**src/shared/csf_map.svh**
```systemverilog
// register field positions, state codes and reset values for the channel fault block
`ifndef CSF_MAP_SVH
`define CSF_MAP_SVH

`define CSF_NCH          4
`define CSF_CODE_DIAGNOSTIC_STATE    3'h0
`define CSF_CODE_HIZ     3'h1
`define CSF_CODE_MUTE    3'h2
`define CSF_CODE_PLAY    3'h3
`define CSF_CODE_SRSD    3'h4
`define CSF_CODE_LPSD    3'h5
`define CSF_PWR_VBAT_OV  0
`define CSF_PWR_VBAT_UV  1
`define CSF_PWR_POWER_STAGE_SUPPLY_OV  2
`define CSF_PWR_POWER_STAGE_SUPPLY_UV  3
`define CSF_PWR_GATE_DRIVE_SUPPLY     4
`define CSF_PWR_LRST     7
`define CSF_BYTE_ZERO    8'h00
`define CSF_NIB_ZERO     4'h0

`endif

```
**src/shared/csf_pkg.sv**
```systemverilog
// types shared by the channel state and fault report block
package csf_pkg;

	typedef enum logic [2:0] {
		CSF_DIAGNOSTIC_STATE,
		CSF_HIZ,
		CSF_MUTE,
		CSF_PLAY,
		CSF_SRSD,
		CSF_LPSD
	} csf_state_t;

	// per channel fault causes, one bit per channel
	typedef struct packed {
		logic [3:0] ch_over_temp_shutdown;
		logic [3:0] over_current_shutdown;
		logic [3:0] dc_fault;
		logic [3:0] load_fault;
		logic [3:0] load_warn;
		logic [3:0] clip;
	} csf_chan_ev_t;

	// device wide causes
	typedef struct packed {
		logic       vbat_ov;
		logic       vbat_uv;
		logic       power_stage_supply_ov;
		logic       power_stage_supply_uv;
		logic       gate_drive_supply;
		logic       over_temp_shutdown;
		logic       clk_invalid;
		logic       over_temp_warning;
		logic       foldback;
	} csf_dev_ev_t;

	// host controls
	typedef struct packed {
		logic       run_diagnostic_state;
		logic       go_hiz;
		logic       go_mute;
		logic       go_play;
		logic       over_temp_shutdown_auto_rec;
		logic       fault_clear;
	} csf_ctrl_t;

	// memory register contents
	typedef struct packed {
		logic [7:0] pwr;
		logic [7:0] oc_dc;
		logic [7:0] temp_clk;
		logic [7:0] load;
		logic [7:0] warn;
	} csf_mem_t;

endpackage : csf_pkg

```
**src/design/csf_fault_report.sv**
```systemverilog
// per-channel state machines, fault bookkeeping and status reporting
`timescale 1ns/10ps
`include "csf_map.svh"

// Operation
// - each channel holds one of six states; only play switches, diagnostic_state stops the oscillator.
// - channel states are reported in two registers, channels 1-2 and channels 3-4.
// - a protected channel leaves play with outputs off; self-recovering shutdown returns to play.
// - power or clock faults for all give auto recovery; channel or global over-temp only with the auto recovery bit set.
// - over-current, load, dc or channel over-temp latch one channel; global over-temp latches all.
// - latched channels stay until the host sets fault clear, which clears faults and goes to hi-z.
// - status outputs always show live state, power, temperature, clock, warning and foldback.
// - masks choose which events drive the warning and fault signals.
// - memory registers latch events until read, and a read changes nothing else.
// - after logic supply reset all settings default and the reset flag is set in power memory.
// - power faults report code 100 and appear in power status and power memory.
// - after logic supply reset channels report code 001 with no live status for it.
// - over-current, dc, load and non-recovering over-temp report code 101.
// - with the auto recovery bit set over-temp gives self-recovering shutdown instead.
// - over-current events appear in no status, only in the over-current and dc memory.
module csf_fault_report
	import csf_pkg::*;
(
	// clock and reset (reset is the logic supply power-on reset)
	input  wire logic                 i_sys_clk,
	input  wire logic                 i_rst,
	// fault sources
	input  csf_pkg::csf_chan_ev_t     i_chan_ev,
	input  csf_pkg::csf_dev_ev_t      i_dev_ev,
	// host controls
	input  csf_pkg::csf_ctrl_t        i_ctrl,
	input  wire logic [8:0]           i_warn_mask,
	input  wire logic [8:0]           i_fault_mask,
	// memory register read strobes: pwr, oc_dc, temp_clk, load, warn
	input  wire logic [4:0]           i_mem_rd,
	// channel outputs
	output logic      [3:0]           o_switching,
	output logic      [3:0]           o_osc_run,
	// status
	output logic      [7:0]           o_state_12,
	output logic      [7:0]           o_state_34,
	output logic      [7:0]           o_pwr_status,
	output logic      [7:0]           o_temp_clk_status,
	output logic      [7:0]           o_warn_status,
	output csf_pkg::csf_mem_t         o_mem,
	// alert signals, active low like the open drain pins they feed
	output logic                      o_warn_n,
	output logic                      o_fault_n
);
	csf_state_t     st [4];
	csf_state_t     next_st [4];
	logic           pwr_any;
	logic           clear_pulse;
	logic           clear_seen;
	logic [3:0]     latch_cause;
	logic [3:0]     auto_cause;
	logic [7:0]     next_pwr_status;
	logic [7:0]     next_tc_status;
	logic [7:0]     next_warn_status;
	logic [8:0]     ev_vec;
	csf_mem_t       mem_set;
	csf_mem_t       mem_rst_val;

	function automatic logic [2:0] state_code(input csf_state_t s);
		case (s)
			CSF_DIAGNOSTIC_STATE: state_code = `CSF_CODE_DIAGNOSTIC_STATE;
			CSF_HIZ:  state_code = `CSF_CODE_HIZ;
			CSF_MUTE: state_code = `CSF_CODE_MUTE;
			CSF_PLAY: state_code = `CSF_CODE_PLAY;
			CSF_SRSD: state_code = `CSF_CODE_SRSD;
			CSF_LPSD: state_code = `CSF_CODE_LPSD;
			default:  state_code = `CSF_CODE_HIZ;
		endcase
	endfunction : state_code

	assign pwr_any = i_dev_ev.vbat_ov | i_dev_ev.vbat_uv | i_dev_ev.power_stage_supply_ov
		| i_dev_ev.power_stage_supply_uv | i_dev_ev.gate_drive_supply;

	// fault clear is edge-detected so a held bit clears only once
	always_ff @(posedge i_sys_clk) begin
		if (i_rst) begin
			clear_seen <= 1'b0;
		end else begin
			clear_seen <= i_ctrl.fault_clear;
		end
	end
	assign clear_pulse = i_ctrl.fault_clear & ~clear_seen;

	genvar g;
	generate
		for (g = 0; g < `CSF_NCH; g++) begin : g_ch
			// over-temp goes latched unless auto recovery is enabled
			assign latch_cause[g] = i_chan_ev.over_current_shutdown[g] | i_chan_ev.dc_fault[g]
				| i_chan_ev.load_fault[g]
				| (~i_ctrl.over_temp_shutdown_auto_rec & (i_chan_ev.ch_over_temp_shutdown[g] | i_dev_ev.over_temp_shutdown));
			assign auto_cause[g] = pwr_any | i_dev_ev.clk_invalid
				| (i_ctrl.over_temp_shutdown_auto_rec & (i_chan_ev.ch_over_temp_shutdown[g] | i_dev_ev.over_temp_shutdown));

			always_comb begin
				next_st[g] = st[g];
				case (st[g])
					CSF_LPSD: begin
						if (clear_pulse) begin
							next_st[g] = CSF_HIZ;
						end
					end
					CSF_SRSD: begin
						if (latch_cause[g]) begin
							next_st[g] = CSF_LPSD;
						end else if (!auto_cause[g]) begin
							next_st[g] = CSF_PLAY;
						end
					end
					CSF_PLAY: begin
						if (latch_cause[g]) begin
							next_st[g] = CSF_LPSD;
						end else if (auto_cause[g]) begin
							next_st[g] = CSF_SRSD;
						end else if (i_ctrl.run_diagnostic_state) begin
							next_st[g] = CSF_DIAGNOSTIC_STATE;
						end else if (i_ctrl.go_hiz) begin
							next_st[g] = CSF_HIZ;
						end else if (i_ctrl.go_mute) begin
							next_st[g] = CSF_MUTE;
						end
					end
					CSF_DIAGNOSTIC_STATE, CSF_HIZ, CSF_MUTE: begin
						if (i_ctrl.run_diagnostic_state) begin
							next_st[g] = CSF_DIAGNOSTIC_STATE;
						end else if (i_ctrl.go_hiz) begin
							next_st[g] = CSF_HIZ;
						end else if (i_ctrl.go_mute) begin
							next_st[g] = CSF_MUTE;
						end else if (i_ctrl.go_play) begin
							next_st[g] = CSF_PLAY;
						end
					end
					default: next_st[g] = CSF_HIZ;
				endcase
			end

			always_ff @(posedge i_sys_clk) begin
				if (i_rst) begin
					st[g] <= CSF_HIZ;
				end else begin
					st[g] <= next_st[g];
				end
			end

			// outputs switch only in play; only diagnostic_state stops the oscillator
			always_ff @(posedge i_sys_clk) begin
				if (i_rst) begin
					o_switching[g] <= 1'b0;
					o_osc_run[g]   <= 1'b1;
				end else begin
					o_switching[g] <= (next_st[g] == CSF_PLAY);
					o_osc_run[g]   <= (next_st[g] != CSF_DIAGNOSTIC_STATE);
				end
			end
		end
	endgenerate

	// channel state report
	always_ff @(posedge i_sys_clk) begin
		if (i_rst) begin
			o_state_12 <= {1'b0, `CSF_CODE_HIZ, 1'b0, `CSF_CODE_HIZ};
			o_state_34 <= {1'b0, `CSF_CODE_HIZ, 1'b0, `CSF_CODE_HIZ};
		end else begin
			o_state_12 <= {1'b0, state_code(st[1]), 1'b0, state_code(st[0])};
			o_state_34 <= {1'b0, state_code(st[3]), 1'b0, state_code(st[2])};
		end
	end

	// live status: the reset flag and over-current events have no status bit
	always_comb begin
		next_pwr_status = `CSF_BYTE_ZERO;
		next_pwr_status[`CSF_PWR_VBAT_OV] = i_dev_ev.vbat_ov;
		next_pwr_status[`CSF_PWR_VBAT_UV] = i_dev_ev.vbat_uv;
		next_pwr_status[`CSF_PWR_POWER_STAGE_SUPPLY_OV] = i_dev_ev.power_stage_supply_ov;
		next_pwr_status[`CSF_PWR_POWER_STAGE_SUPPLY_UV] = i_dev_ev.power_stage_supply_uv;
		next_pwr_status[`CSF_PWR_GATE_DRIVE_SUPPLY]    = i_dev_ev.gate_drive_supply;
		next_tc_status   = {i_dev_ev.clk_invalid, 2'b00, i_dev_ev.over_temp_shutdown, i_chan_ev.ch_over_temp_shutdown};
		next_warn_status = {2'b00, i_dev_ev.foldback, i_dev_ev.over_temp_warning, i_chan_ev.load_warn};
	end

	always_ff @(posedge i_sys_clk) begin
		if (i_rst) begin
			o_pwr_status      <= `CSF_BYTE_ZERO;
			o_temp_clk_status <= `CSF_BYTE_ZERO;
			o_warn_status     <= `CSF_BYTE_ZERO;
		end else begin
			o_pwr_status      <= next_pwr_status;
			o_temp_clk_status <= next_tc_status;
			o_warn_status     <= next_warn_status;
		end
	end

	// memory set terms; the memory reset values are all zero, the reset flag comes from lrst_flag
	always_comb begin
		mem_set          = '0;
		mem_set.pwr      = next_pwr_status;
		mem_set.oc_dc    = {i_chan_ev.dc_fault, i_chan_ev.over_current_shutdown};
		mem_set.temp_clk = next_tc_status;
		mem_set.load     = {i_chan_ev.load_warn, i_chan_ev.load_fault};
		mem_set.warn     = {i_chan_ev.clip, 1'b0, 1'b0, i_dev_ev.foldback, i_dev_ev.over_temp_warning};
		mem_rst_val      = '0;
	end

	// logic supply reset flag: set at reset, dropped by the first power memory read
	logic lrst_flag;
	always_ff @(posedge i_sys_clk) begin
		if (i_rst) begin
			lrst_flag <= 1'b1;
		end else if (i_mem_rd[0]) begin
			lrst_flag <= 1'b0;
		end
	end

	logic [7:0] pwr_mem_raw;
	csf_mem_reg u_mem_pwr (
		.i_sys_clk (i_sys_clk),
		.i_rst     (i_rst),
		.i_set     (mem_set.pwr),
		.i_rst_val (mem_rst_val.pwr),
		.i_rd      (i_mem_rd[0]),
		.o_data    (pwr_mem_raw)
	);
	assign o_mem.pwr = {lrst_flag, pwr_mem_raw[6:0]};

	csf_mem_reg u_mem_ocdc (
		.i_sys_clk (i_sys_clk),
		.i_rst     (i_rst),
		.i_set     (mem_set.oc_dc),
		.i_rst_val (mem_rst_val.oc_dc),
		.i_rd      (i_mem_rd[1]),
		.o_data    (o_mem.oc_dc)
	);
	csf_mem_reg u_mem_tc (
		.i_sys_clk (i_sys_clk),
		.i_rst     (i_rst),
		.i_set     (mem_set.temp_clk),
		.i_rst_val (mem_rst_val.temp_clk),
		.i_rd      (i_mem_rd[2]),
		.o_data    (o_mem.temp_clk)
	);
	csf_mem_reg u_mem_load (
		.i_sys_clk (i_sys_clk),
		.i_rst     (i_rst),
		.i_set     (mem_set.load),
		.i_rst_val (mem_rst_val.load),
		.i_rd      (i_mem_rd[3]),
		.o_data    (o_mem.load)
	);
	csf_mem_reg u_mem_warn (
		.i_sys_clk (i_sys_clk),
		.i_rst     (i_rst),
		.i_set     (mem_set.warn),
		.i_rst_val (mem_rst_val.warn),
		.i_rd      (i_mem_rd[4]),
		.o_data    (o_mem.warn)
	);

	// alert event vector: live power, over_temp_shutdown, clock, otw, foldback, then latched memories
	logic any_lpsd;
	always_comb begin
		any_lpsd = 1'b0;
		for (int k = 0; k < `CSF_NCH; k++) begin
			any_lpsd = any_lpsd | (st[k] == CSF_LPSD);
		end
	end
	assign ev_vec = {any_lpsd, |o_mem.oc_dc, |o_mem.load, |o_mem.temp_clk,
		i_dev_ev.foldback, i_dev_ev.over_temp_warning, i_dev_ev.clk_invalid, i_dev_ev.over_temp_shutdown, pwr_any};

	// registered so the pins never glitch on a mask write
	always_ff @(posedge i_sys_clk) begin
		if (i_rst) begin
			o_warn_n  <= 1'b1;
			o_fault_n <= 1'b1;
		end else begin
			o_warn_n  <= ~|(ev_vec & i_warn_mask);
			o_fault_n <= ~|(ev_vec & i_fault_mask);
		end
	end
endmodule : csf_fault_report

```
**src/design/csf_mem_reg.sv**
```systemverilog
// clear-on-read event memory register, one byte
`timescale 1ns/10ps
`include "csf_map.svh"
module csf_mem_reg (
	// clock and reset
	input  wire logic       i_sys_clk,
	input  wire logic       i_rst,
	// event side
	input  wire logic [7:0] i_set,
	input  wire logic [7:0] i_rst_val,
	// host side
	input  wire logic       i_rd,
	output logic      [7:0] o_data
);
	logic [7:0] held;

	// set wins over the clear caused by a read in the same cycle
	always_ff @(posedge i_sys_clk) begin
		if (i_rst) begin
			held <= `CSF_BYTE_ZERO;
		end else if (i_rd) begin
			held <= i_set;
		end else begin
			held <= held | i_set;
		end
	end

	// reset value is ORed into the output every cycle; the logic supply flag is added outside, not through it
	always_ff @(posedge i_sys_clk) begin
		if (i_rst) begin
			o_data <= `CSF_BYTE_ZERO;
		end else begin
			o_data <= held | i_rst_val;
		end
	end
endmodule : csf_mem_reg

```
**config.mk**
```make
export PLATFORM = sky130hd
export DESIGN_NAME = csf_fault_report
export DESIGN_NICKNAME = d
export VERILOG_FILES = /design/src/shared/csf_pkg.sv /design/src/design/csf_fault_report.sv /design/src/design/csf_mem_reg.sv
export VERILOG_INCLUDE_DIRS = /design/src /design/src/shared
export SDC_FILE = /design/constraint.sdc
export NUM_CORES = 1
export LEC_CHECK = 0
export BUFFER_PORTS_ARGS = -buffer_cell sky130_fd_sc_hd__buf_2
export CORE_ASPECT_RATIO = 0.6
export CORE_MARGIN = 2
export CORE_UTILIZATION = 51
export CTS_BUF_LIST = sky130_fd_sc_hd__clkbuf_4 sky130_fd_sc_hd__clkbuf_8
export CTS_CLUSTER_DIAMETER = 80
export DETAILED_ROUTE_END_ITERATION = 10
export PLACE_DENSITY = 0.88
export SETUP_SLACK_MARGIN = 0.2
export SYNTH_ARGS = -nofsm -noshare
export SYNTH_HDL_FRONTEND = slang
export SYNTH_SLANG_ARGS = --single-unit
```
**constraint.sdc**
```tcl
create_clock -name i_sys_clk -period 1.9 [get_ports i_sys_clk]
set_clock_uncertainty 0.1 [all_clocks]
set_input_delay 0.285 -clock i_sys_clk [delete_from_list [all_inputs] [get_ports i_sys_clk]]
set_output_delay 0.285 -clock i_sys_clk [all_outputs]
set_load 0.1 [all_outputs]
```
==> metrics.txt, run 1 <==
CP arrival 1.86 ns; unrepaired setup endpoints after global routing yes; share of cells above drive strength 1 32.4%; Max Cap Viol 0; H-Tree Depth 4; FF/Latch Area 2390 sq um; Clock transition at path regs 0.07 ns; clk sinks 119; die outline width 122 um; Util after Layout 69.8%; total grt overflow 0; Worst path max stage delay 0.47 ns; Core ar. 7980 sq um; Clock Tree Buf Depth 2; routability cong. 0.864; Post-synth EDFFs 0; synthesis-to-finish area growth 31.6%; P per Cell Area 1130 nW/um^2; Layout Nets 650; gr usage total 23.9%; Final ANT Viol Nets 0; first-pass GRT wire length 16,200 um; CTS Buf Count 17; filler instances 624; Cells after Synth 429; Startpoint Class flip-flop; critical path peak fanout 7; Antenna Cells 0; Power, Total 0.00630 W; Synth cell types 54; LEAKAGE 2.63 nW; sequential fraction of the synthesis area 56.3%; fmax 601 MHz; period utilization 87.6%; Die Y 74.6 um; Slew @ Worst Pin 0.505 ns; vias in the first global route 3,357; status completed; smallest setup slack after layout 0.235 ns; number of remaining DRC errors 0; largest net degree at the start of global routing 78; routed vias 3,660; Top Ports 154; Worst R2R Setup Slack 0.24 ns; Yosys reg bits 119; Worst VDD drop 704 uV; Final Max Tran Viols 0; vias per std cell 5.18; fraction of registers with async set/reset 0%; CTS root buf clkbuf_8; Setup crit end kind flip-flop; Tmin final 1.66 ns; initial antenna violation count 0; WL final 10,900 um; YS warnings 0; CP cell instances and3b_1 > o221ai_1 > nand2_1 > nand3b_1 > or3_1; CP max stage cell dfxtp_1; Slew HR 66.1%; initial DRC count 272; Hold Crit Class input port to flip-flop; Clk Latency, worst-skew pair 0.42 ns; Starting Density 53.1%; endpoints failing setup 0; CP Data Required Time 2.09 ns; routed len/inst 15.5 um; Rows 25; Syn Area/Cell 9.87 sq um; top_reg_cell synth dfxtp_1; final hold vios 0; Layout Cells excl Fill 706; area of the multi-input gates 1690 sq um; Crit Path Category flip-flop to flip-flop; CTS tree done; DR pass1 iterations 5; synthesized cell area 4230 sq um; Post-Place Worst Slack -0.0364 ns; HPWL Detailed 7880 um; Port-buffer cells 136; die area 9070 sq um; placed insts 659
[per-layer routing]
| layer | vias to the layer above | wire [um] | track usage, % |
|---|---|---|---|
| li1 | 1760 | - | - |
| met4 | 0 | 131 | 7.79 |
| met2 | 191 | 4920 | 38.3 |
| met1 | 1695 | 4780 | 30.1 |
| met5 | - | 0 | 0 |
| met3 | 14 | 1070 | 9.36 |
[per-stage QoR]
step	hold slack (ns)	area, sq um	setup TNS (ns)
6_report	0.0265	5570	0
5_1_grt	0.0128	5570	0
4_1_cts	0.00245	5540	0
3_5_place_dp	0.348	4980	-0.0364
3_3_place_gp	0.330	4980	0
2_1_floorplan	0.265	4300	0
[what timing repair did]
item | in CTS | in global routing
hold endpoints to repair | 15 | 0
hold buffers | 15 | 0
gates resized for setup | 2 | 7
gates cloned | 0 | 0
buffers inserted | 0 | 1
endpoints found under the setup margin | 1 | 9
[flip-flops by register name (all words and copies together) (netlist names), 6 cells and up]
register / cells
u_mem_ocdc.held: 8
o_temp_clk_status: 6
u_mem_tc.held: 6
o_state_34: 6
u_mem_ocdc.o_data: 8
u_mem_load.held: 8
o_state_12: 6
o_warn_status: 6
u_mem_warn.o_data: 6
u_mem_warn.held: 6
u_mem_load.o_data: 8
u_mem_tc.o_data: 6
st: 12
[layout by cell type, fill, tap and decap left out, types with 6 or more instances in the layout]
cell type      Yosys  final
dfxtp_2            0      6
conb_1             1     17
buf_2              4    136
a21o_1            18     18
nor4_1             8      6
dfxtp_1          119    113
clkbuf_8           0     17
a211o_1            6      6
a21oi_1           20     20
nor2_1            41     41
nor3_1            13     12
o21ai_0            8      8
inv_1              7      7
dlygate4sd3_1      0     15
buf_4             18     11
nor2b_1           57     56
nand2_1           16     16
[critical path: cells and delay by family (launching register included)]
kind	cells	cell delay, ns
compound gates	1	0.12
simple gates	4	0.84
flops	1	0.47
[power by group]
group / internal (W) / total, W / switching, W
logic: 0.000280 / 0.00130 / 0.00102
clock network: 0.00130 / 0.00228 / 0.000983
registers: 0.00264 / 0.00272 / 0.0000741
total: 0.00422 / 0.00630 / 0.00207
[cells by family after synthesis]
group	share of synthesized area, %
AOI/OAI and AO/OA	14.7
buffers and inverters	5.97
DFF	56.3
other	0.0886
and+or+nand+nor	23.0
[worst paths after layout]
| path | from | end | cells after the start |
|---|---|---|---|
| hold reg to reg | u_mem_ocdc.held[0] | u_mem_ocdc.o_data[0] | 1 |
| setup reg to reg | st[1][0] | o_osc_run[1] | 5 |
| setup / recovery | st[1][0] | o_osc_run[1] | 5 |
| hold / removal | i_chan_ev[4] | o_warn_status[0] | 2 |
[layout make-up]
class | count | share of cell area, %
Inverter | 7 | 0.472
Multi-Input combinational cell | 278 | 30.3
Clock inverter | 13 | 2.79
Timing Repair Buffer | 163 | 16.8
Sequential cell | 119 | 42.9
Tap cell | 108 | 2.43
Clock buffer | 18 | 4.34
[cells in the mapped netlist, types with 4 or more instances]
cell | count | area, sq um
a21o_1 | 18 | 135
nor3b_1 | 5 | 37.5
nand4_1 | 4 | 25.0
nand3b_1 | 4 | 30.0
nor4_1 | 8 | 50.1
inv_1 | 7 | 26.3
nand2b_1 | 5 | 31.3
nor2b_1 | 57 | 357
nor3_1 | 13 | 65.1
a21oi_1 | 20 | 100
nor2_1 | 41 | 154
clkbuf_1 | 18 | 67.6
and2_1 | 4 | 25.0
buf_4 | 18 | 135
a211o_1 | 6 | 52.6
o21ai_0 | 8 | 40.0
buf_2 | 4 | 20.0
dfxtp_1 | 119 | 2380
nand2_1 | 16 | 60.1
Power figures use the tool's default switching activity.
==> run 2, diff against run 1 <==
- MAX_ROUTING_LAYER: default -> met4
- PLACE_DENSITY: 0.88 -> 0.94
==> run 2 against run 1 <==
Effect of this change:
- global-route usage increased by 1.2 points
- core utilization increased by 0.13 points
- highest routed layer unchanged
- largest power group unchanged
- critical path type unchanged
- sequential power about the same
- largest cell class unchanged
- first-iteration DRC count increased by 70%
- sequential share of layout area decreased by 0.077 points
==> metrics.txt, run 2 (synthesis results as in run 1) <==
Core ar. 7980 sq um; Die Y 74.6 um; Post-Place Worst Slack 0.0460 ns; synthesis-to-finish area growth 31.8%; area of the multi-input gates 1670 sq um; Worst Min Path Start i_chan_ev[12]; FF/Latch Area 2390 sq um; largest net degree at the start of global routing 46; Hold Crit Class input port to flip-flop; CTS root buf clkbuf_8; die area 9070 sq um; Slew @ Worst Pin 0.519 ns; initial DRC count 463; Clock Tree Buf Depth 2; max reg flops 12; Final Max Tran Viols 0; switching power total 0.00204 W; Max Cap Viol 0; commonest cells after routing, fill and taps aside 136 x buf_2, 113 x dfxtp_1, 57 x nor2b_1, 41 x nor2_1, 20 x a21oi_1; first-pass GRT wire length 16,500 um; WL final 11,000 um; Clk Latency, worst-skew pair 0.42 ns; smallest setup slack after layout 0.248 ns; Worst Setup SP st[3][0]; Clock Power Share 39.4%; Top Ports 154; status completed; CP cell instances buf_4 > nor3_1 > nor4_1 > a222oi_1 > a21boi_2 > nand4b_1; CTS tree done; fmax 605 MHz; Final ANT Viol Nets 0; Util after Layout 70.0%; share of cells above drive strength 1 32.2%; Clock transition at path regs 0.07 ns; Port-buffer cells 136; Starting Density 53.1%; Cells on Worst Hold Path 3; Biggest register st; period utilization 87.0%; routability cong. 0.979; routed len/inst 15.7 um; Logic pwr share 19.5%; Layout Cells excl Fill 704; vias in the first global route 3,490; CP arrival 1.84 ns; Slew HR 65.4%; Internal Power 0.00458 W; Antenna Cells 0; critical path depth 6; unrepaired setup endpoints after global routing no; die outline width 122 um; Worst VDD drop 793 uV; initial antenna violation count 0; HPWL Detailed 8080 um; critical path peak fanout 8; R2R depth 6; CP Data Required Time 2.09 ns; filler instances 632; Seq pwr share 41.1%; Startpoint Class flip-flop; routed vias 3,719; Setup crit end kind flip-flop; DR pass1 iterations 5; Tmin final 1.65 ns; clk sinks 119; P per Cell Area 1190 nW/um^2; sw frac 30.8%; gr usage total 25.1%; Layout Nets 648; number of remaining DRC errors 0; Rows 25; Crit path max-delay family compound AO/OA/AOI/OAI gates; Crit Path Category flip-flop to flip-flop; CTS Buf Count 17; Buf/Inv on CP 1; final hold vios 0; total grt overflow 0; Worst R2R Start st[3][0]; LEAKAGE 2.64 nW; H-Tree Depth 4; setup_tns 0 ns; placed insts 661; commonest non-fill, non-tap cell in the layout buf_2; vias per std cell 5.28; endpoints failing setup 0; CP max stage cell a222oi_1; Worst path max stage delay 0.33 ns
## run 2: changes by cell type in the layout (fill, tap and decap cells not counted), sizes merged
cell,before,now
clkbuf,18,22
dlygate4sd3,15,12
bufinv,3,5
clkinv,5,3
clkinvlp,3,1
inv,9,7
buf,148,149
## run 2: path summary, 6_finish.rpt
kind / endpoint / slack, ns
worst max-delay path: o_osc_run[3] / 0.25
worst max register to register: o_osc_run[3] / 0.25
worst min-delay path: u_mem_ocdc.held[4] / 0.02
worst min register to register: lrst_flag / 0.36
## run 2: metrics by stage
| stage | area [sq um] | total power [W] | hold WS (ns) |
|---|---|---|---|
| detailed placement | 4980 | 0.00403 | 0.339 |
| floorplan | 4300 | 0.00379 | 0.265 |
| global placement | 4980 | 0.00400 | 0.335 |
| finish | 5580 | 0.00662 | 0.0217 |
| CTS | 5560 | 0.00664 | 0.000133 |
| global route | 5580 | 0.00684 | 0.0190 |
## run 2: what timing repair did
item                                   in CTS  in global routing
gates resized for setup                     1                  5
endpoints found under the hold margin      12                  0
setup endpoints to repair                   1                  6
hold buffers                               12                  0
setup buffers                               0                  0
## run 2: per-layer routing
metal	track usage, %	routed length, um	up-vias
met5	-	0	-
met4	9.32	195	0
met3	7.90	1030	32
met2	39.0	5050	205
met1	31.1	4760	1726
li1	-	-	1756
## run 2: worst min-delay path, delay by kind of cell
family	cells	cell delay, ns
buf+inv	1	0.10
simple gates	1	0.07
compound gates	1	0.04
## run 2: layout make-up
cell class,instances,area share (%)
clock buffer,22,5.09
clock inverter,9,3.09
inverter,7,0.471
multi-input combinational,278,30.0
sequential,119,42.8
tap,108,2.42
timing repair buffer,161,16.1
## run 2: power groups by stage
| stage | combinational (W) | sequential, W | clock, W |
|---|---|---|---|
| final | 0.00129 | 0.00272 | 0.00261 |
| after global routing | 0.00135 | 0.00273 | 0.00276 |
| after CTS | 0.00128 | 0.00272 | 0.00264 |
| after detailed placement | 0.00126 | 0.00277 | 0 |
| after global placement | 0.00124 | 0.00276 | 0 |
| after floorplan | 0.000470 | 0.00332 | 0 |
